## src/design/dsc_pkg.sv

```systemverilog
// Shared constants and types of the drive state control block.
// Assumes one system clock; object indexes are the addresses seen on the object port.
package dsc_pkg;

    // Object indexes of the three dictionary entries
    localparam logic [15:0] IDX_CONTROL   = 16'h6040;
    localparam logic [15:0] IDX_STATUS    = 16'h6041;
    localparam logic [15:0] IDX_QS_OPTION = 16'h605A;

    // Reset values
    localparam logic [15:0] CTRL_RESET = 16'h0000;
    localparam logic [15:0] QS_RESET   = 16'h0000;

    // Control word bit positions
    localparam int CW_SWITCH_ON   = 0;
    localparam int CW_VOLTAGE     = 1;
    localparam int CW_QUICK_N     = 2;
    localparam int CW_ENABLE      = 3;
    localparam int CW_NEW_SETPT   = 4;
    localparam int CW_IMMEDIATE   = 5;
    localparam int CW_RELATIVE    = 6;
    localparam int CW_FAULT_RESET = 7;
    localparam int CW_HALT        = 8;

    // Status word bit positions above the state bits
    localparam int SW_WARNING = 7;
    localparam int SW_TARGET  = 10;
    localparam int SW_MODE_12 = 12;
    localparam int SW_MODE_13 = 13;

    // Status word state patterns, bits 6..0
    localparam logic [6:0] SP_NOT_READY = 7'h00;
    localparam logic [6:0] SP_SOD       = 7'h40;
    localparam logic [6:0] SP_READY     = 7'h21;
    localparam logic [6:0] SP_SWITCHED  = 7'h23;
    localparam logic [6:0] SP_OP_EN     = 7'h27;
    localparam logic [6:0] SP_QUICK     = 7'h07;
    localparam logic [6:0] SP_F_REACT   = 7'h0F;
    localparam logic [6:0] SP_FAULT     = 7'h08;
    localparam int         SP_VOLT_BIT  = 4;

    // Modes of operation
    localparam logic [7:0] MODE_PROFILE_POS = 8'h01;
    localparam logic [7:0] MODE_PROFILE_VEL = 8'h03;
    localparam logic [7:0] MODE_HOMING      = 8'h06;
    localparam logic [7:0] MODE_INTERP      = 8'h07;

    // Quick-stop option values
    localparam logic [15:0] QS_OPT_COAST      = 16'h0000;
    localparam logic [15:0] QS_OPT_QUICK      = 16'h0001;
    localparam logic [15:0] QS_OPT_SLOW       = 16'h0002;
    localparam logic [15:0] QS_OPT_QUICK_HOLD = 16'h0003;
    localparam logic [15:0] QS_OPT_SLOW_HOLD  = 16'h0004;

    // Panel indication kinds
    localparam logic [2:0] PANEL_RESET_IND = 3'h0;
    localparam logic [2:0] PANEL_READY_IND = 3'h1;
    localparam logic [2:0] PANEL_RUN_IND   = 3'h2;
    localparam logic [2:0] PANEL_FAULT_IND = 3'h3;
    localparam logic [2:0] PANEL_VARIABLE  = 3'h4;

    typedef enum {
        ST_NOT_READY, ST_SWITCH_ON_DISABLED, ST_READY, ST_SWITCHED_ON,
        ST_OP_ENABLED, ST_QUICK_STOP, ST_FAULT_REACTION, ST_FAULT
    } dsc_state_t;

    typedef enum {
        CMD_NONE, CMD_SHUTDOWN, CMD_SWITCH_ON, CMD_ENABLE_OP,
        CMD_DISABLE_VOLTAGE, CMD_QUICK_STOP
    } dsc_cmd_t;

    typedef enum logic [1:0] {STOP_NONE, STOP_COAST, STOP_QUICK, STOP_SLOW} dsc_stop_t;

endpackage

```

## src/design/dsc_panel_if.sv

```systemverilog
// Signals between the state machine and the panel indication encoder.
// Assumes both ends share sys_clk.
`timescale 1ns/1ps
`default_nettype none
interface dsc_panel_if
    import dsc_pkg::*;
#(
    parameter int FAULT_CODE_W = 12,
    parameter int PANEL_SEL_W  = 8
);
    dsc_state_t              state;
    logic [FAULT_CODE_W-1:0] faultCode;
    logic [PANEL_SEL_W-1:0]  varSelect;
    logic [15:0]             varValue;
    logic [2:0]              panelKind;
    logic [15:0]             panelValue;

    modport control (output state, faultCode, varSelect, varValue,
                     input panelKind, panelValue);
    modport panel   (input state, faultCode, varSelect, varValue,
                     output panelKind, panelValue);
endinterface
`default_nettype wire

```

## src/design/dsc_panel_display.sv

```systemverilog
// Front-panel indication encoder: picks the indication kind and value.
// Assumes state and selections are on sys_clk; outputs are registered.
`timescale 1ns/1ps
`default_nettype none
module dsc_panel_display
    import dsc_pkg::*;
#(
    parameter int FAULT_CODE_W = 12
)
(
    input  wire logic   sys_clk,
    input  wire logic   reset,
    dsc_panel_if.panel  pif
);
    always_ff @(posedge sys_clk)
    begin
        if (reset)
        begin
            pif.panelKind  <= PANEL_RESET_IND;
            pif.panelValue <= 16'h0000;
        end
        else if (pif.state == ST_FAULT || pif.state == ST_FAULT_REACTION)
        begin
            pif.panelKind  <= PANEL_FAULT_IND;
            pif.panelValue <= 16'(pif.faultCode);
        end
        else if (pif.varSelect != '0)
        begin
            // User variable replaces the state indication outside fault
            pif.panelKind  <= PANEL_VARIABLE;
            pif.panelValue <= pif.varValue;
        end
        else
        begin
            pif.panelValue <= 16'h0000;
            unique case (pif.state)
                ST_NOT_READY:                pif.panelKind <= PANEL_RESET_IND;
                ST_OP_ENABLED, ST_QUICK_STOP: pif.panelKind <= PANEL_RUN_IND;
                default:                     pif.panelKind <= PANEL_READY_IND;
            endcase
        end
    end
endmodule
`default_nettype wire

```

## src/design/dsc_drive_state_control.sv

```systemverilog
// Drive power-state machine driven by the control word object.
// Assumes object port and motion signals on sys_clk; init/fault pins are asynchronous.
// How it works
// Power-on or reset starts in reset state
// Ready state after init with no hardware fault
// Enabled energised drive shows running indication
// Fault shows error indication with fault code
// Panel variable select overrides non-fault indication
// Control word bits decoded per fixed layout
// Master enables by writing 6, 7, 15
// Writing 7 drops out of operation enabled
// Profile position: start edge, immediate, relative
// Homing start/stop on edges; other modes ignore
// Status word carries state, warning, target reached
// Status bits 12 and 13 depend on mode
// Low status bits encode the idle states
// Operation enabled shows x01x 0111
// Quick stop active shows x00x 0111
// Fault reaction 1111, fault 1000 patterns
// Option 0 coasts; 1,2 stop then disable
// Options 3,4 stop and remain in quick stop
// Value 2 when enabled quick stops; options 0-2 then disable
// Writes change state only, power stage internal
// Rising fault reset clears fault if gone
// Illegal state requests are ignored
`timescale 1ns/1ps
`default_nettype none
module dsc_drive_state_control
    import dsc_pkg::*;
#(
    parameter int FAULT_CODE_W = 12,
    parameter int PANEL_SEL_W  = 8
)
(
    input  wire logic                    sys_clk,
    input  wire logic                    reset,
    input  wire logic                    objWrite,
    input  wire logic                    objRead,
    input  wire logic [15:0]             objIndex,
    input  wire logic [15:0]             objWriteData,
    output logic [15:0]                  objReadData,
    output logic                         objAck,
    input  wire logic                    initDone,
    input  wire logic                    hwFault,
    input  wire logic                    faultPresent,
    input  wire logic [FAULT_CODE_W-1:0] faultCode,
    input  wire logic                    warning,
    input  wire logic [7:0]              modeOfOperation,
    input  wire logic                    targetReached,
    input  wire logic                    setpointAck,
    input  wire logic                    homingAttained,
    input  wire logic                    homingError,
    input  wire logic                    followingError,
    input  wire logic                    interpActive,
    input  wire logic                    zeroSpeed,
    input  wire logic                    stopDone,
    input  wire logic [PANEL_SEL_W-1:0]  panelVariableSelect,
    input  wire logic [15:0]             panelVariableValue,
    output logic [15:0]                  statusWord,
    output logic [1:0]                   stopKind,
    output logic                         faultReaction,
    output logic                         energised,
    output logic                         moveStart,
    output logic                         setImmediate,
    output logic                         relativeTarget,
    output logic                         homingStart,
    output logic                         homingStop,
    output logic                         haltRequest,
    output logic [2:0]                   panelKind,
    output logic [15:0]                  panelValue
);
    if (FAULT_CODE_W < 1 || FAULT_CODE_W > 16)
    begin : g_bad_fault_w
        $error("FAULT_CODE_W must be 1 to 16");
    end
    if (PANEL_SEL_W < 1 || PANEL_SEL_W > 16)
    begin : g_bad_sel_w
        $error("PANEL_SEL_W must be 1 to 16");
    end

    // Command decode; 0111 means switch on or disable operation by state
    function automatic dsc_cmd_t decodeCmd(input logic [15:0] cw);
        dsc_cmd_t c;
        c = CMD_NONE;
        if (!cw[CW_VOLTAGE])
            c = CMD_DISABLE_VOLTAGE;
        else if (!cw[CW_QUICK_N])
            c = CMD_QUICK_STOP;
        else if (!cw[CW_SWITCH_ON])
            c = CMD_SHUTDOWN;
        else if (!cw[CW_ENABLE])
            c = CMD_SWITCH_ON;
        else
            c = CMD_ENABLE_OP;
        return c;
    endfunction

    // State pattern of the low seven status bits
    function automatic logic [6:0] statePattern(input dsc_state_t s);
        logic [6:0] p;
        p = SP_NOT_READY;
        unique case (s)
            ST_NOT_READY:          p = SP_NOT_READY;
            ST_SWITCH_ON_DISABLED: p = SP_SOD;
            ST_READY:              p = SP_READY;
            ST_SWITCHED_ON:        p = SP_SWITCHED;
            ST_OP_ENABLED:         p = SP_OP_EN;
            ST_QUICK_STOP:         p = SP_QUICK;
            ST_FAULT_REACTION:     p = SP_F_REACT;
            ST_FAULT:              p = SP_FAULT;
        endcase
        return p;
    endfunction

    // Asynchronous pins pass two flip-flops before any use
    logic [2:0] pinMeta_reg;
    logic [2:0] pinSync_reg;
    logic       initDoneS;
    logic       hwFaultS;
    logic       faultS;

    always_ff @(posedge sys_clk)
    begin
        if (reset)
        begin
            pinMeta_reg <= 3'h0;
            pinSync_reg <= 3'h0;
        end
        else
        begin
            pinMeta_reg <= {initDone, hwFault, faultPresent};
            pinSync_reg <= pinMeta_reg;
        end
    end

    assign initDoneS = pinSync_reg[2];
    assign hwFaultS  = pinSync_reg[1];
    assign faultS    = pinSync_reg[0];
    // Object registers
    logic [15:0] ctrlWord_reg;
    logic [15:0] ctrlPrev_reg;
    logic [15:0] qsOption_reg;
    logic [15:0] statusWord_reg;
    logic        ctrlHit;
    logic        qsHit;

    assign ctrlHit = objWrite && (objIndex == IDX_CONTROL);
    assign qsHit   = objWrite && (objIndex == IDX_QS_OPTION);

    always_ff @(posedge sys_clk)
    begin
        if (reset)
            ctrlWord_reg <= CTRL_RESET;
        else if (ctrlHit)
            ctrlWord_reg <= objWriteData;
    end

    always_ff @(posedge sys_clk)
    begin
        if (reset)
            qsOption_reg <= QS_RESET;
        else if (qsHit)
            qsOption_reg <= objWriteData;
    end
    // Previous control word, for edge-triggered bits
    always_ff @(posedge sys_clk)
    begin
        if (reset)
            ctrlPrev_reg <= CTRL_RESET;
        else
            ctrlPrev_reg <= ctrlWord_reg;
    end
    logic faultResetRise;
    logic setptRise;
    logic setptFall;

    assign faultResetRise = ctrlWord_reg[CW_FAULT_RESET] & ~ctrlPrev_reg[CW_FAULT_RESET];
    assign setptRise      = ctrlWord_reg[CW_NEW_SETPT] & ~ctrlPrev_reg[CW_NEW_SETPT];
    assign setptFall      = ~ctrlWord_reg[CW_NEW_SETPT] & ctrlPrev_reg[CW_NEW_SETPT];
    // Reads answer one cycle later; the status word is read-only
    always_ff @(posedge sys_clk)
    begin
        if (reset)
        begin
            objReadData <= 16'h0000;
            objAck      <= 1'b0;
        end
        else
        begin
            objAck <= objWrite | objRead;
            if (objRead)
            begin
                unique case (objIndex)
                    IDX_CONTROL:   objReadData <= ctrlWord_reg;
                    IDX_STATUS:    objReadData <= statusWord_reg;
                    IDX_QS_OPTION: objReadData <= qsOption_reg;
                    default:       objReadData <= 16'h0000;
                endcase
            end
        end
    end

    // State machine
    dsc_state_t state_reg;
    dsc_state_t state_next;
    dsc_cmd_t   cmd;
    logic       holdAfterStop;

    assign cmd           = decodeCmd(ctrlWord_reg);
    assign holdAfterStop = (qsOption_reg == QS_OPT_QUICK_HOLD) ||
                           (qsOption_reg == QS_OPT_SLOW_HOLD);

    always_comb
    begin
        state_next = state_reg;
        if (faultS && state_reg != ST_NOT_READY &&
            state_reg != ST_FAULT_REACTION && state_reg != ST_FAULT)
            state_next = ST_FAULT_REACTION;
        else
        begin
            unique case (state_reg)
                ST_NOT_READY:
                    if (initDoneS && !hwFaultS)
                        state_next = ST_SWITCH_ON_DISABLED;
                ST_SWITCH_ON_DISABLED:
                    if (cmd == CMD_SHUTDOWN)
                        state_next = ST_READY;
                ST_READY:
                    if (cmd == CMD_SWITCH_ON)
                        state_next = ST_SWITCHED_ON;
                    else if (cmd == CMD_DISABLE_VOLTAGE || cmd == CMD_QUICK_STOP)
                        state_next = ST_SWITCH_ON_DISABLED;
                ST_SWITCHED_ON:
                    if (cmd == CMD_ENABLE_OP)
                        state_next = ST_OP_ENABLED;
                    else if (cmd == CMD_SHUTDOWN)
                        state_next = ST_READY;
                    else if (cmd == CMD_DISABLE_VOLTAGE || cmd == CMD_QUICK_STOP)
                        state_next = ST_SWITCH_ON_DISABLED;
                ST_OP_ENABLED:
                    if (cmd == CMD_SWITCH_ON)
                        state_next = ST_SWITCHED_ON;
                    else if (cmd == CMD_QUICK_STOP)
                        state_next = ST_QUICK_STOP;
                    else if (cmd == CMD_SHUTDOWN)
                        state_next = ST_READY;
                    else if (cmd == CMD_DISABLE_VOLTAGE)
                        state_next = ST_SWITCH_ON_DISABLED;
                ST_QUICK_STOP:
                    if (cmd == CMD_DISABLE_VOLTAGE)
                        state_next = ST_SWITCH_ON_DISABLED;
                    else if (holdAfterStop)
                    begin
                        // Held options return only on an enable request once stopDone is set
                        if (stopDone && cmd == CMD_ENABLE_OP)
                            state_next = ST_OP_ENABLED;
                    end
                    else if (qsOption_reg == QS_OPT_QUICK || qsOption_reg == QS_OPT_SLOW)
                    begin
                        if (stopDone)
                            state_next = ST_SWITCH_ON_DISABLED;
                    end
                    else
                        state_next = ST_SWITCH_ON_DISABLED;
                ST_FAULT_REACTION:
                    if (stopDone)
                        state_next = ST_FAULT;
                ST_FAULT:
                    if (faultResetRise && !faultS)
                        state_next = ST_SWITCH_ON_DISABLED;
            endcase
        end
    end

    always_ff @(posedge sys_clk)
    begin
        if (reset)
            state_reg <= ST_NOT_READY;
        else
            state_reg <= state_next;
    end

    // Stop request towards the motion block during quick stop
    always_ff @(posedge sys_clk)
    begin
        if (reset)
            stopKind <= STOP_NONE;
        else if (state_next != ST_QUICK_STOP)
            stopKind <= STOP_NONE;
        else if (qsOption_reg == QS_OPT_QUICK || qsOption_reg == QS_OPT_QUICK_HOLD)
            stopKind <= STOP_QUICK;
        else if (qsOption_reg == QS_OPT_SLOW || qsOption_reg == QS_OPT_SLOW_HOLD)
            stopKind <= STOP_SLOW;
        else
            stopKind <= STOP_COAST;
    end

    // Energised is a request only; the power stage keeps its own authority
    always_ff @(posedge sys_clk)
    begin
        if (reset)
        begin
            energised     <= 1'b0;
            faultReaction <= 1'b0;
        end
        else
        begin
            // Options 1 to 4 ramp under power; any other option coasts unpowered
            energised     <= (state_next == ST_OP_ENABLED) ||
                             (state_next == ST_QUICK_STOP && qsOption_reg - 16'h0001 < 16'h0004) ||
                             (state_next == ST_FAULT_REACTION);
            faultReaction <= (state_next == ST_FAULT_REACTION);
        end
    end

    // Mode-specific control bits act only while operation is enabled, except relativeTarget, which follows bit 6 in any state
    logic opEn;
    logic modePP;
    logic modeHome;

    assign opEn     = (state_reg == ST_OP_ENABLED);
    assign modePP   = (modeOfOperation == MODE_PROFILE_POS);
    assign modeHome = (modeOfOperation == MODE_HOMING);

    always_ff @(posedge sys_clk)
    begin
        if (reset)
        begin
            moveStart      <= 1'b0;
            setImmediate   <= 1'b0;
            relativeTarget <= 1'b0;
            homingStart    <= 1'b0;
            homingStop     <= 1'b0;
            haltRequest    <= 1'b0;
        end
        else
        begin
            moveStart      <= opEn && modePP && setptRise;
            setImmediate   <= opEn && modePP && ctrlWord_reg[CW_IMMEDIATE];
            relativeTarget <= modePP && ctrlWord_reg[CW_RELATIVE];
            homingStart    <= opEn && modeHome && setptRise;
            homingStop     <= opEn && modeHome && setptFall;
            haltRequest    <= opEn && ctrlWord_reg[CW_HALT];
        end
    end

    // Status word, rebuilt every cycle from the current state
    logic mode12;
    logic mode13;

    always_comb
    begin
        mode12 = 1'b0;
        mode13 = 1'b0;
        unique case (modeOfOperation)
            MODE_PROFILE_POS:
            begin
                mode12 = setpointAck;
                mode13 = followingError;
            end
            MODE_HOMING:
            begin
                mode12 = homingAttained;
                mode13 = homingError;
            end
            MODE_INTERP:      mode12 = interpActive;
            MODE_PROFILE_VEL: mode12 = zeroSpeed;
            default:          mode12 = 1'b0;
        endcase
    end

    always_ff @(posedge sys_clk)
    begin
        if (reset)
            statusWord_reg <= 16'h0000;
        else
        begin
            statusWord_reg                   <= 16'h0000;
            statusWord_reg[6:0]              <= statePattern(state_reg);
            if (state_reg == ST_READY || state_reg == ST_SWITCHED_ON ||
                state_reg == ST_OP_ENABLED || state_reg == ST_QUICK_STOP)
                statusWord_reg[SP_VOLT_BIT]  <= 1'b1;
            statusWord_reg[SW_WARNING]       <= warning;
            statusWord_reg[SW_TARGET]        <= targetReached;
            statusWord_reg[SW_MODE_12]       <= mode12;
            statusWord_reg[SW_MODE_13]       <= mode13;
        end
    end

    // Quick stop pattern clears bit 5; fault patterns come from the table
    assign statusWord = statusWord_reg;

    // Panel indication
    dsc_panel_if #(
        .FAULT_CODE_W (FAULT_CODE_W),
        .PANEL_SEL_W  (PANEL_SEL_W)
    ) panelBus ();

    assign panelBus.state     = state_reg;
    assign panelBus.faultCode = faultCode;
    assign panelBus.varSelect = panelVariableSelect;
    assign panelBus.varValue  = panelVariableValue;

    dsc_panel_display #(
        .FAULT_CODE_W (FAULT_CODE_W)
    ) panelEnc (
        .sys_clk (sys_clk),
        .reset   (reset),
        .pif     (panelBus.panel)
    );

    assign panelKind  = panelBus.panelKind;
    assign panelValue = panelBus.panelValue;
endmodule
`default_nettype wire

```

## config.mk

```make
export PLATFORM = sky130hd
export DESIGN_NAME = dsc_drive_state_control
export DESIGN_NICKNAME = d
export VERILOG_FILES = /design/src/design/dsc_pkg.sv /design/src/design/dsc_panel_if.sv /design/src/design/dsc_panel_display.sv /design/src/design/dsc_drive_state_control.sv
export SDC_FILE = /design/constraint.sdc
export NUM_CORES = 1
export LEC_CHECK = 0
export BUFFER_PORTS_ARGS = -buffer_cell sky130_fd_sc_hd__clkbuf_2
export CORE_ASPECT_RATIO = 0.7
export CORE_MARGIN = 5
export CORE_UTILIZATION = 51
export DETAILED_ROUTE_END_ITERATION = 8
export PLACE_DENSITY = 0.85
export SLEW_MARGIN = 20
export SYNTH_ARGS = -nofsm -noshare
export SYNTH_HDL_FRONTEND = slang
export SYNTH_SLANG_ARGS = --single-unit
```

## constraint.sdc

```tcl
create_clock -name sys_clk -period 2.4 [get_ports sys_clk]
set_clock_uncertainty 0.1 [all_clocks]
set_input_delay 0.12 -clock sys_clk [delete_from_list [all_inputs] [get_ports sys_clk]]
set_output_delay 0.12 -clock sys_clk [all_outputs]
set_load 0.02 [all_outputs]
```

==> metrics.cfg, run 1 <==
[clock_tree]
cts_htree_levels=4
tritoncts_num_sinks=129
clkSlewWorstSetupHoldPaths_ns=0.05
clk_latency_ns=0.41
cts_tree=done
numCtsBuffers=17
cts.path.max_buffers=2
cts.root.buffer_cell=clkbuf_16

[synthesis]
synth_edf_count=0
synthesized_instance_count=544
yosys_register_bits=129
synth.avg_cell_area_sq_um=9.17
synth-main-ff-cell=dfxtp_1
synth.top_cell.area_share_pct=51.8
ys_seq_area_share_pct=51.8
async_reset_ff_share_pct=0
yosysUniqueCellTypes=56
yosysWarningCount=0
yosys-top-cells-count=dfxtp_1 (129), nand2_1 (58), nor2_1 (50)
netlist_area_sq_um=4990
largest_area_contributor_in_the_netlist=dfxtp_1
synthTopCellsByArea=dfxtp_1 (52%), a21oi_1 (4.9%), and2_1 (4.5%)
yosysMostFrequentCell=dfxtp_1

[cells_and_area]
area_growth_syn_to_layout_pct=43.0
stdcell_area_sq_um=7130
postLayoutCoreUtil_pct=74.2
fraction_of_layout_instances_using_a_drive_strength_above_1_pct=29.1
area.sequential_sq_um=2580
diodes=0
largest_reg_flops=32
multi_input_comb_area_sq_um=2270
layout.filler_cells=663
layoutNonFillerInstCount=891
finish.net_count=842

[sta]
final.hold.worst_slack_ns=0.0764
setup_viol=0
slew_headroom_pct=28.4
clock.fmax_mhz=424
max_slew.worst_pin.slew_ns=1.07
timing.final.hold_violations=0
final_max_slew_viol_count=0
rsz0062_at_grt=yes
min_period_ns=2.36
finalCritPeriodShare_pct=98.3

[setup_path]
critPathMaxStageDelay_ns=0.51
worstPathRequired_ns=2.61
worstPathMaxFanout=12
crit_path_end=stopKind[0]$_SDFF_PP0_
timing.rr.start=panelBus.state[4]$_SDFF_PP0_
critical_path.endpoint_type=flip-flop
critical_path_buf_inv_count=0
setup.worst_path.start=panelBus.state[4]$_SDFF_PP0_
regToRegSetupSlack_ns=0.04
cp_data_arrival_time_ns=2.57
critical-path-slowest-cell=or3_4
crit_chain=nor4_2 -> nand3_2 -> or3_4 -> nand3b_4 -> or3b_1 -> nor4_1
reg2reg_to=stopKind[0]$_SDFF_PP0_
r2r_cells=6
cp-start-kind=flip-flop
worst-path-stages=6
critical_path_class=flip-flop to flip-flop
category_of_cells_accounting_for_the_largest_share_of_critical_path_delay=simple AND/OR/NAND/NOR gates

[pwr]
p_clk_share_pct=52.0
power_leakage_nw=3.02
power.switching_w=0.00115
p_sw_share_pct=21.4
seq_power_share_pct=40.9
power.density_nw_per_um2=756
irDropWorstVdd_mv=0.498
total_power_w=0.00539
power_frac_comb_pct=7.2
cell_internal_pwr_w=0.00424

[placed_design]
post_dp_cell_area_sq_um=5830
gp_routability_congestion=0.926
cell_count_post_placement=800
placement.io_buffers=148
dp.final_hpwl_um=10200

[global_routing]
initial_antenna_violation_count=0
grt_first_pass_wirelength_um=24200
global_route.overflow_total=0
grt_pass1_vias=4790
largest_net_degree_at_the_start_of_global_routing=34
grt.total_usage_pct=26.0

[run]
max_cap_check_violation_count=0

[die]
die_w_um=128
io-pin-count=154
row_count=30
design.core.area_sq_um=9610
floorplan.initialDensity_pct=51.9
die-height_um=92.7
fp.dieArea_sq_um=11900

[route]
drt_drc_violations_left=0
detailedRoute.firstIterationViolations=504
detail_route.first_pass.iterations=5
wl_per_cell_um=17.2
dr_total_vias=4911
detail-route-antenna-nets=0
finalWirelength_um=15400
vias_per_cell=5.51

[min_path]
hp-class=primary input to flip-flop

[outcome]
outcome=complete, no violations

layer usage:
metal	part of all wire [%]	up-vias	GRT usage, %
met1	42	2282	33.1
met5	0	-	0
li1	-	2327	-
met3	11	36	8.30
met2	45	266	41.5
met4	2.0	0	9.28
metrics by stage:
step	setup TNS (ns)	setup WS [ns]
after floorplan	0	0.210
after CTS	0	0.00413
final	0	0.0415
after global placement	0	0.104
after global routing	-0.399	-0.0530
after detailed placement	-0.102	-0.0397
how the worst min path moves through the flow:
| stage | start | endpoint | slack (ns) | cells after the start |
|---|---|---|---|---|
| detailed placement | panelVariableValue[12] | panelEnc.pif.panelValue[12]$_SDFF_PP0_ | 0.22 | 2 |
| CTS | panelVariableSelect[5] | panelEnc.pif.panelKind[0]$_SDFF_PP0_ | 0.06 | 5 |
| floorplan | panelVariableValue[12] | panelEnc.pif.panelValue[12]$_SDFF_PP0_ | 0.14 | 1 |
| finish | panelVariableSelect[5] | panelEnc.pif.panelKind[0]$_SDFF_PP0_ | 0.08 | 5 |
| global route | panelVariableSelect[5] | panelEnc.pif.panelKind[1]$_SDFF_PP0_ | 0.08 | 4 |
| global placement | panelVariableValue[14] | panelEnc.pif.panelValue[14]$_SDFF_PP0_ | 0.22 | 2 |
kinds of logic (layout without fill, tap and decap cells):
kind of cell | after synthesis | after routing | share of synthesized area, %
multiplexers | 13 | 13 | 2.63
AO/OA/AOI/OAI | 110 | 110 | 14.5
buffers and inverters | 45 | 260 | 4.29
flip-flops | 129 | 129 | 51.8
other | 1 | 5 | 0.0752
AND/OR/NAND/NOR | 244 | 244 | 26.4
XOR/XNOR | 2 | 2 | 0.351
timing repair:
action	CTS	global route
endpoints found under the setup margin	4	22
setup buffers	0	3
pin swaps	0	4
resized for setup	3	8
endpoints found under the hold margin	63	0
hold buffers	56	0
tightest hold or removal path: stages:
cell	delay [ns]
clkbuf_2	0.07
or4_1	0.10
nor2_1	0.09
o21ai_0	0.09
a21oi_1	0.06
cell usage in the layout (no fill, tap or decap), drive strengths merged, types with 6 or more instances in the layout:
| cell type | netlist | routed |
|---|---|---|
| buf | 12 | 19 |
| and2 | 37 | 37 |
| nor4 | 16 | 16 |
| clkbuf | 28 | 167 |
| dfxtp | 129 | 129 |
| a22o | 12 | 12 |
| a22oi | 6 | 6 |
| nand3 | 23 | 23 |
| nor2b | 15 | 15 |
| nor3 | 9 | 9 |
| mux2i | 12 | 12 |
| nor2 | 50 | 50 |
| a211oi | 19 | 19 |
| a21oi | 49 | 49 |
| dlygate4sd3 | 0 | 56 |
| o21ai | 7 | 7 |
| inv | 5 | 6 |
| nand2 | 58 | 58 |
| nand4 | 6 | 6 |
power groups by stage:
stage                     clock (W)  combinational, W  sequential [W]
after floorplan                   0          0.000125         0.00228
after CTS                   0.00284          0.000376         0.00220
after global placement            0          0.000297         0.00225
final                       0.00280          0.000386         0.00220
after global routing        0.00294          0.000413         0.00220
after detailed placement          0          0.000303         0.00225
layout make-up:
cell class / instances / share of cell area [%]
inverters: 5 / 0.263
well taps: 128 / 2.25
multi-input cells: 374 / 31.8
clock buffers: 19 / 6.21
clock inverters: 13 / 2.93
flip-flops and latches: 129 / 36.2
repair buffers: 223 / 20.3
Note: power is estimated with default switching activity, not from simulation.
==> run 2, diff against run 1 <==
--- a/config.mk
+++ b/config.mk
@@ -5,12 +5,12 @@
 export SDC_FILE = /design/constraint.sdc
 export NUM_CORES = 1
 export LEC_CHECK = 0
-export BUFFER_PORTS_ARGS = -buffer_cell sky130_fd_sc_hd__clkbuf_2
 export CORE_ASPECT_RATIO = 0.7
-export CORE_MARGIN = 5
-export CORE_UTILIZATION = 51
+export CORE_MARGIN = 2
+export CORE_UTILIZATION = 59
 export DETAILED_ROUTE_END_ITERATION = 8
-export PLACE_DENSITY = 0.85
+export DONT_BUFFER_PORTS = 1
+export PLACE_DENSITY = 0.8
 export SLEW_MARGIN = 20
 export SYNTH_ARGS = -nofsm -noshare
 export SYNTH_HDL_FRONTEND = slang
==> run 2 against run 1 <==
  * Setup slack worse by 0.040 ns
  * Largest power group unchanged
  * Clock-buffer cell count is 3 higher
  * Register-to-register slack got worse by 0.04 ns
  * Maximum frequency down 1.7%
  * Highest routed layer unchanged
  * Global-route usage grew 4.1 points
  * Combinational power fell by 38%
  * Sequential share of layout area is 3.3 points higher
  * Sequential cell count unchanged
==> metrics.cfg, run 2 (synthesis gave the netlist of run 1 again) <==
[die]
floorplan.initialDensity_pct=59.8
design.core.area_sq_um=8340
row_count=28
fp.dieArea_sq_um=9210
io-pin-count=154
die-height_um=80.9
die_w_um=114

[pwr]
p_clk_share_pct=52.4
cell_internal_pwr_w=0.00415
total_power_w=0.00523
p_sw_share_pct=20.7
seq_power_share_pct=43.0
power.density_nw_per_um2=800
power_frac_comb_pct=4.6
power_leakage_nw=2.46
power.switching_w=0.00108
irDropWorstVdd_mv=0.598

[setup_path]
critical_path_class=flip-flop to flip-flop
cp_data_arrival_time_ns=2.64
critical_path.endpoint_type=flip-flop
cp-start-kind=flip-flop
worstPathMaxFanout=13
worstPathRequired_ns=2.64

[clock_tree]
cts_tree=done
cts_htree_levels=4
cts.path.max_buffers=2
cts.root.buffer_cell=clkbuf_16
tritoncts_num_sinks=129
clkSlewWorstSetupHoldPaths_ns=0.06
clk_latency_ns=0.41
numCtsBuffers=17

[outcome]
outcome=complete, no violations

[global_routing]
global_route.overflow_total=0
initial_antenna_violation_count=0
grt.total_usage_pct=30.1
grt_pass1_vias=4169
grt_first_pass_wirelength_um=21100
largest_net_degree_at_the_start_of_global_routing=74

[min_path]
hp-class=primary input to flip-flop

[cells_and_area]
most_common_library_cell_in_the_layout_ignoring_fill_and_taps=dfxtp_1
fraction_of_layout_instances_using_a_drive_strength_above_1_pct=13.9
largest_reg_flops=32
area.sequential_sq_um=2580
multi_input_comb_area_sq_um=2350
layout.filler_cells=506
area_growth_syn_to_layout_pct=31.2
postLayoutCoreUtil_pct=78.4
layoutNonFillerInstCount=731
finish.net_count=704
layout_common_cells=dfxtp_1 (127), dlygate4sd3_1 (62), nand2_1 (58), a21oi_1 (49), nor2_1 (48)

[sta]
min_period_ns=2.40
finalCritPeriodShare_pct=100
clock.fmax_mhz=417
fin_setup_tns_ns=0
final_max_slew_viol_count=0
slew_headroom_pct=28.8
timing.final.hold_violations=0
setup_viol=0
max_slew.worst_pin.slew_ns=1.06

[placed_design]
gp_routability_congestion=0.981
cell_count_post_placement=628
placement.io_buffers=0
dp.final_hpwl_um=8630

[route]
detail-route-antenna-nets=0
wl_per_cell_um=20.0
dr_total_vias=4515
detailedRoute.firstIterationViolations=558
finalWirelength_um=14600
drt_drc_violations_left=0
detail_route.first_pass.iterations=8
vias_per_cell=6.18

[run]
max_cap_check_violation_count=0

[run 2: cell types whose count changed in the layout (fill, tap and decap cells not counted), moves of 2 or more]
cell and change:
dfxtp_1 -2, dlygate4sd3_1 +6, buf_4 +2, clkinv_2 +2, nor4_1 -3, clkbuf_2 -148
clkinv_4 -2, a211oi_4 +2, clkbuf_8 +3, dfxtp_2 +2, nor4_2 +2
[run 2: final timing paths]
kind                                 start                                      to  slack [ns]  cells past startpoint
max reg2reg  panelBus.state[29]$_SDFF_PP0_  panelEnc.pif.panelValue[10]$_SDFF_PP0_       0.001                      6
min reg2reg      pinMeta_reg[1]$_SDFF_PP0_               pinSync_reg[1]$_SDFF_PP0_        0.34                      1
max          panelBus.state[29]$_SDFF_PP0_  panelEnc.pif.panelValue[10]$_SDFF_PP0_       0.001                      6
min                     modeOfOperation[0]               relativeTarget$_SDFF_PP0_        0.03                      2
[run 2: area by class of cell]
cell class | count | share of cell area [%]
diodes | 1 | 0.0383
well taps | 105 | 2.01
inverters | 5 | 0.287
flip-flops and latches | 129 | 39.5
clock inverters | 10 | 2.37
clock buffers | 22 | 7.40
repair buffers | 84 | 12.4
multi-input cells | 375 | 36.0
[run 2: through the flow]
stage               area, sq um  setup WS [ns]  hold slack [ns]
finish                     6540        0.00106           0.0278
global route               6540         -0.115           0.0295
CTS                        6360        0.00152          0.00185
detailed placement         5060       -0.00208            0.106
global placement           5060         0.0627            0.104
floorplan                  5000          0.210            0.142
[run 2: critical path, cell delays in order, from the launching register on]
cell and delay (ns):
dfxtp_1 0.30, nor4_1 0.41, nand3_2 0.28, or3_4 0.46
nor3_1 0.20, and2_2 0.36, a22o_1 0.22
[run 2: routing by layer]
metal,part of all wire [%],vias up,track usage (%)
met5,0,-,0
met4,2.7,0,10.0
met3,12,51,11.9
met2,47,327,50.9
met1,38,2080,35.5
li1,-,2057,-
[run 2: power by group through the flow]
stage / Sequential (W) / Combinational (W) / Clock (W)
final: 0.00225 / 0.000239 / 0.00274
after global routing: 0.00225 / 0.000257 / 0.00286
after CTS: 0.00225 / 0.000224 / 0.00275
after detailed placement: 0.00229 / 0.000107 / 0
after global placement: 0.00229 / 0.000102 / 0
after floorplan: 0.00228 / 0.000125 / 0
[run 2: what timing repair did]
item	in CTS	in global routing
resized for setup	4	23
endpoints found under the setup margin	15	24
hold buffers	63	0
buffers inserted	0	6
gates cloned	0	1
hold endpoints to repair	92	0
pin swaps	0	12
==> run 3, diff against run 2 <==
--- a/config.mk
+++ b/config.mk
@@ -11,6 +11,7 @@
 export DETAILED_ROUTE_END_ITERATION = 8
 export DONT_BUFFER_PORTS = 1
 export PLACE_DENSITY = 0.8
+export RECOVER_POWER = 50
 export SLEW_MARGIN = 20
 export SYNTH_ARGS = -nofsm -noshare
 export SYNTH_HDL_FRONTEND = slang
==> run 3 against run 2 <==
  * Sequential power hardly changed
  * Final cell count unchanged
  * First-iteration DRC count increased by 2.9%
  * Maximum frequency up 0.28%
  * Sequential share of layout area barely moved
  * Clock power hardly changed
  * Worst hold slack gained 0.0023 ns
  * Critical path type unchanged
  * Register-to-register slack about the same
==> metrics.cfg, run 3 (synthesis gave the netlist of run 1 again) <==
[clock_tree]
cts.path.max_buffers=2
cts.root.buffer_cell=clkbuf_16
clk_latency_ns=0.41
clkSlewWorstSetupHoldPaths_ns=0.06
cts_tree=done
tritoncts_num_sinks=129
numCtsBuffers=17
cts_htree_levels=4

[cells_and_area]
area.sequential_sq_um=2580
layoutNonFillerInstCount=731
postLayoutCoreUtil_pct=78.4
stdcell_area_sq_um=6530
largest_reg_flops=32
most_common_library_cell_in_the_layout_ignoring_fill_and_taps=dfxtp_1
area_growth_syn_to_layout_pct=31.0
layout_common_cells=dfxtp_1 (127), dlygate4sd3_1 (62), nand2_1 (58), nor2_1 (49), a21oi_1 (49)
fraction_of_layout_instances_using_a_drive_strength_above_1_pct=13.6
multi_input_comb_area_sq_um=2350
finish.net_count=704
layout.filler_cells=509

[global_routing]
global_route.overflow_total=0
largest_net_degree_at_the_start_of_global_routing=74
grt_first_pass_wirelength_um=21100
grt_pass1_vias=4169
initial_antenna_violation_count=0
grt.total_usage_pct=30.1

[die]
fp.dieArea_sq_um=9210
die-height_um=80.9
design.core.area_sq_um=8340
io-pin-count=154
row_count=28
die_w_um=114
floorplan.initialDensity_pct=59.8

[sta]
fin_setup_tns_ns=0
final_max_slew_viol_count=0
setup_viol=0
final.hold.worst_slack_ns=0.0301
min_period_ns=2.39
timing.final.hold_violations=0
slew_headroom_pct=29.3
clock.fmax_mhz=418
finalCritPeriodShare_pct=99.7
max_slew.worst_pin.slew_ns=1.06

[route]
detailedRoute.firstIterationViolations=574
wl_per_cell_um=19.9
detail-route-antenna-nets=0
drt_drc_violations_left=0
detail_route.first_pass.iterations=7
vias_per_cell=6.13
dr_total_vias=4479
finalWirelength_um=14600

[min_path]
hp-class=primary input to flip-flop

[setup_path]
cp_data_arrival_time_ns=2.64
critical_path_class=flip-flop to flip-flop
critical_path.endpoint_type=flip-flop
worstPathMaxFanout=13
cp-start-kind=flip-flop
worstPathRequired_ns=2.64

[placed_design]
placement.io_buffers=0
cell_count_post_placement=628
post_dp_cell_area_sq_um=5060
dp.final_hpwl_um=8630
gp_routability_congestion=0.981

[pwr]
irDropWorstVdd_mv=0.599
seq_power_share_pct=43.0
power_frac_comb_pct=4.6
power_leakage_nw=2.45
p_sw_share_pct=20.8
p_clk_share_pct=52.5
power.switching_w=0.00109
power.density_nw_per_um2=801
cell_internal_pwr_w=0.00415

[outcome]
outcome=complete, no violations

[run]
max_cap_check_violation_count=0

[run 3: changes by cell type in the layout (fill, tap and decap cells not counted)]
cell,before,now
buf_4,20,19
clkbuf_1,1,2
nor2_1,48,49
nor2_2,2,1
[run 3: what timing repair did]
item / CTS / global route
hold buffers: 63 / 0
gates cloned: 0 / 1
pin swaps: 0 / 12
resized for setup: 4 / 23
endpoints found under the hold margin: 92 / 0
buffers inserted: 0 / 6
endpoints found under the setup margin: 15 / 24
[run 3: cell type report]
class	instances	area share (%)
sequential	129	39.6
antenna	1	0.0383
inverter	5	0.287
tap	105	2.01
timing repair buffer	84	12.3
multi-input combinational	375	36.0
clock buffer	22	7.41
clock inverter	10	2.37
[run 3: power by group through the flow]
stage / combinational (W) / sequential (W) / clock, W
6_report: 0.000238 / 0.00225 / 0.00275
5_1_grt: 0.000257 / 0.00225 / 0.00286
4_1_cts: 0.000224 / 0.00225 / 0.00275
3_5_place_dp: 0.000107 / 0.00229 / 0
3_3_place_gp: 0.000102 / 0.00229 / 0
2_1_floorplan: 0.000125 / 0.00228 / 0
[run 3: final timing paths]
| check | from | endpoint | slack, ns | cells after the start |
|---|---|---|---|---|
| worst max-delay path | panelBus.state[29]$_SDFF_PP0_ | panelEnc.pif.panelValue[10]$_SDFF_PP0_ | 0.008 | 6 |
| worst min-delay path | modeOfOperation[0] | relativeTarget$_SDFF_PP0_ | 0.03 | 2 |
| worst max register to register | panelBus.state[29]$_SDFF_PP0_ | panelEnc.pif.panelValue[10]$_SDFF_PP0_ | 0.008 | 6 |
| worst min register to register | pinMeta_reg[1]$_SDFF_PP0_ | pinSync_reg[1]$_SDFF_PP0_ | 0.34 | 1 |
[run 3: per-stage QoR]
step	setup slack [ns]	power [W]
3_5_place_dp	-0.00208	0.00240
2_1_floorplan	0.210	0.00241
4_1_cts	0.00152	0.00522
3_3_place_gp	0.0627	0.00239
5_1_grt	-0.115	0.00537
6_report	0.00765	0.00523
[run 3: metal layers]
layer,global-route usage [%],up-vias,wire length [um]
li1,-,2045,-
met1,35.5,2080,5600
met2,50.9,313,6900
met3,11.9,41,1730
met4,10.0,0,345
met5,0,-,0
[run 3: critical path: stages (launching register included)]
cell     delay, ns
dfxtp_1       0.30
nor4_1        0.41
nand3_2       0.27
or3_4         0.46
nor3_1        0.20
and2_2        0.36
a22o_1        0.22
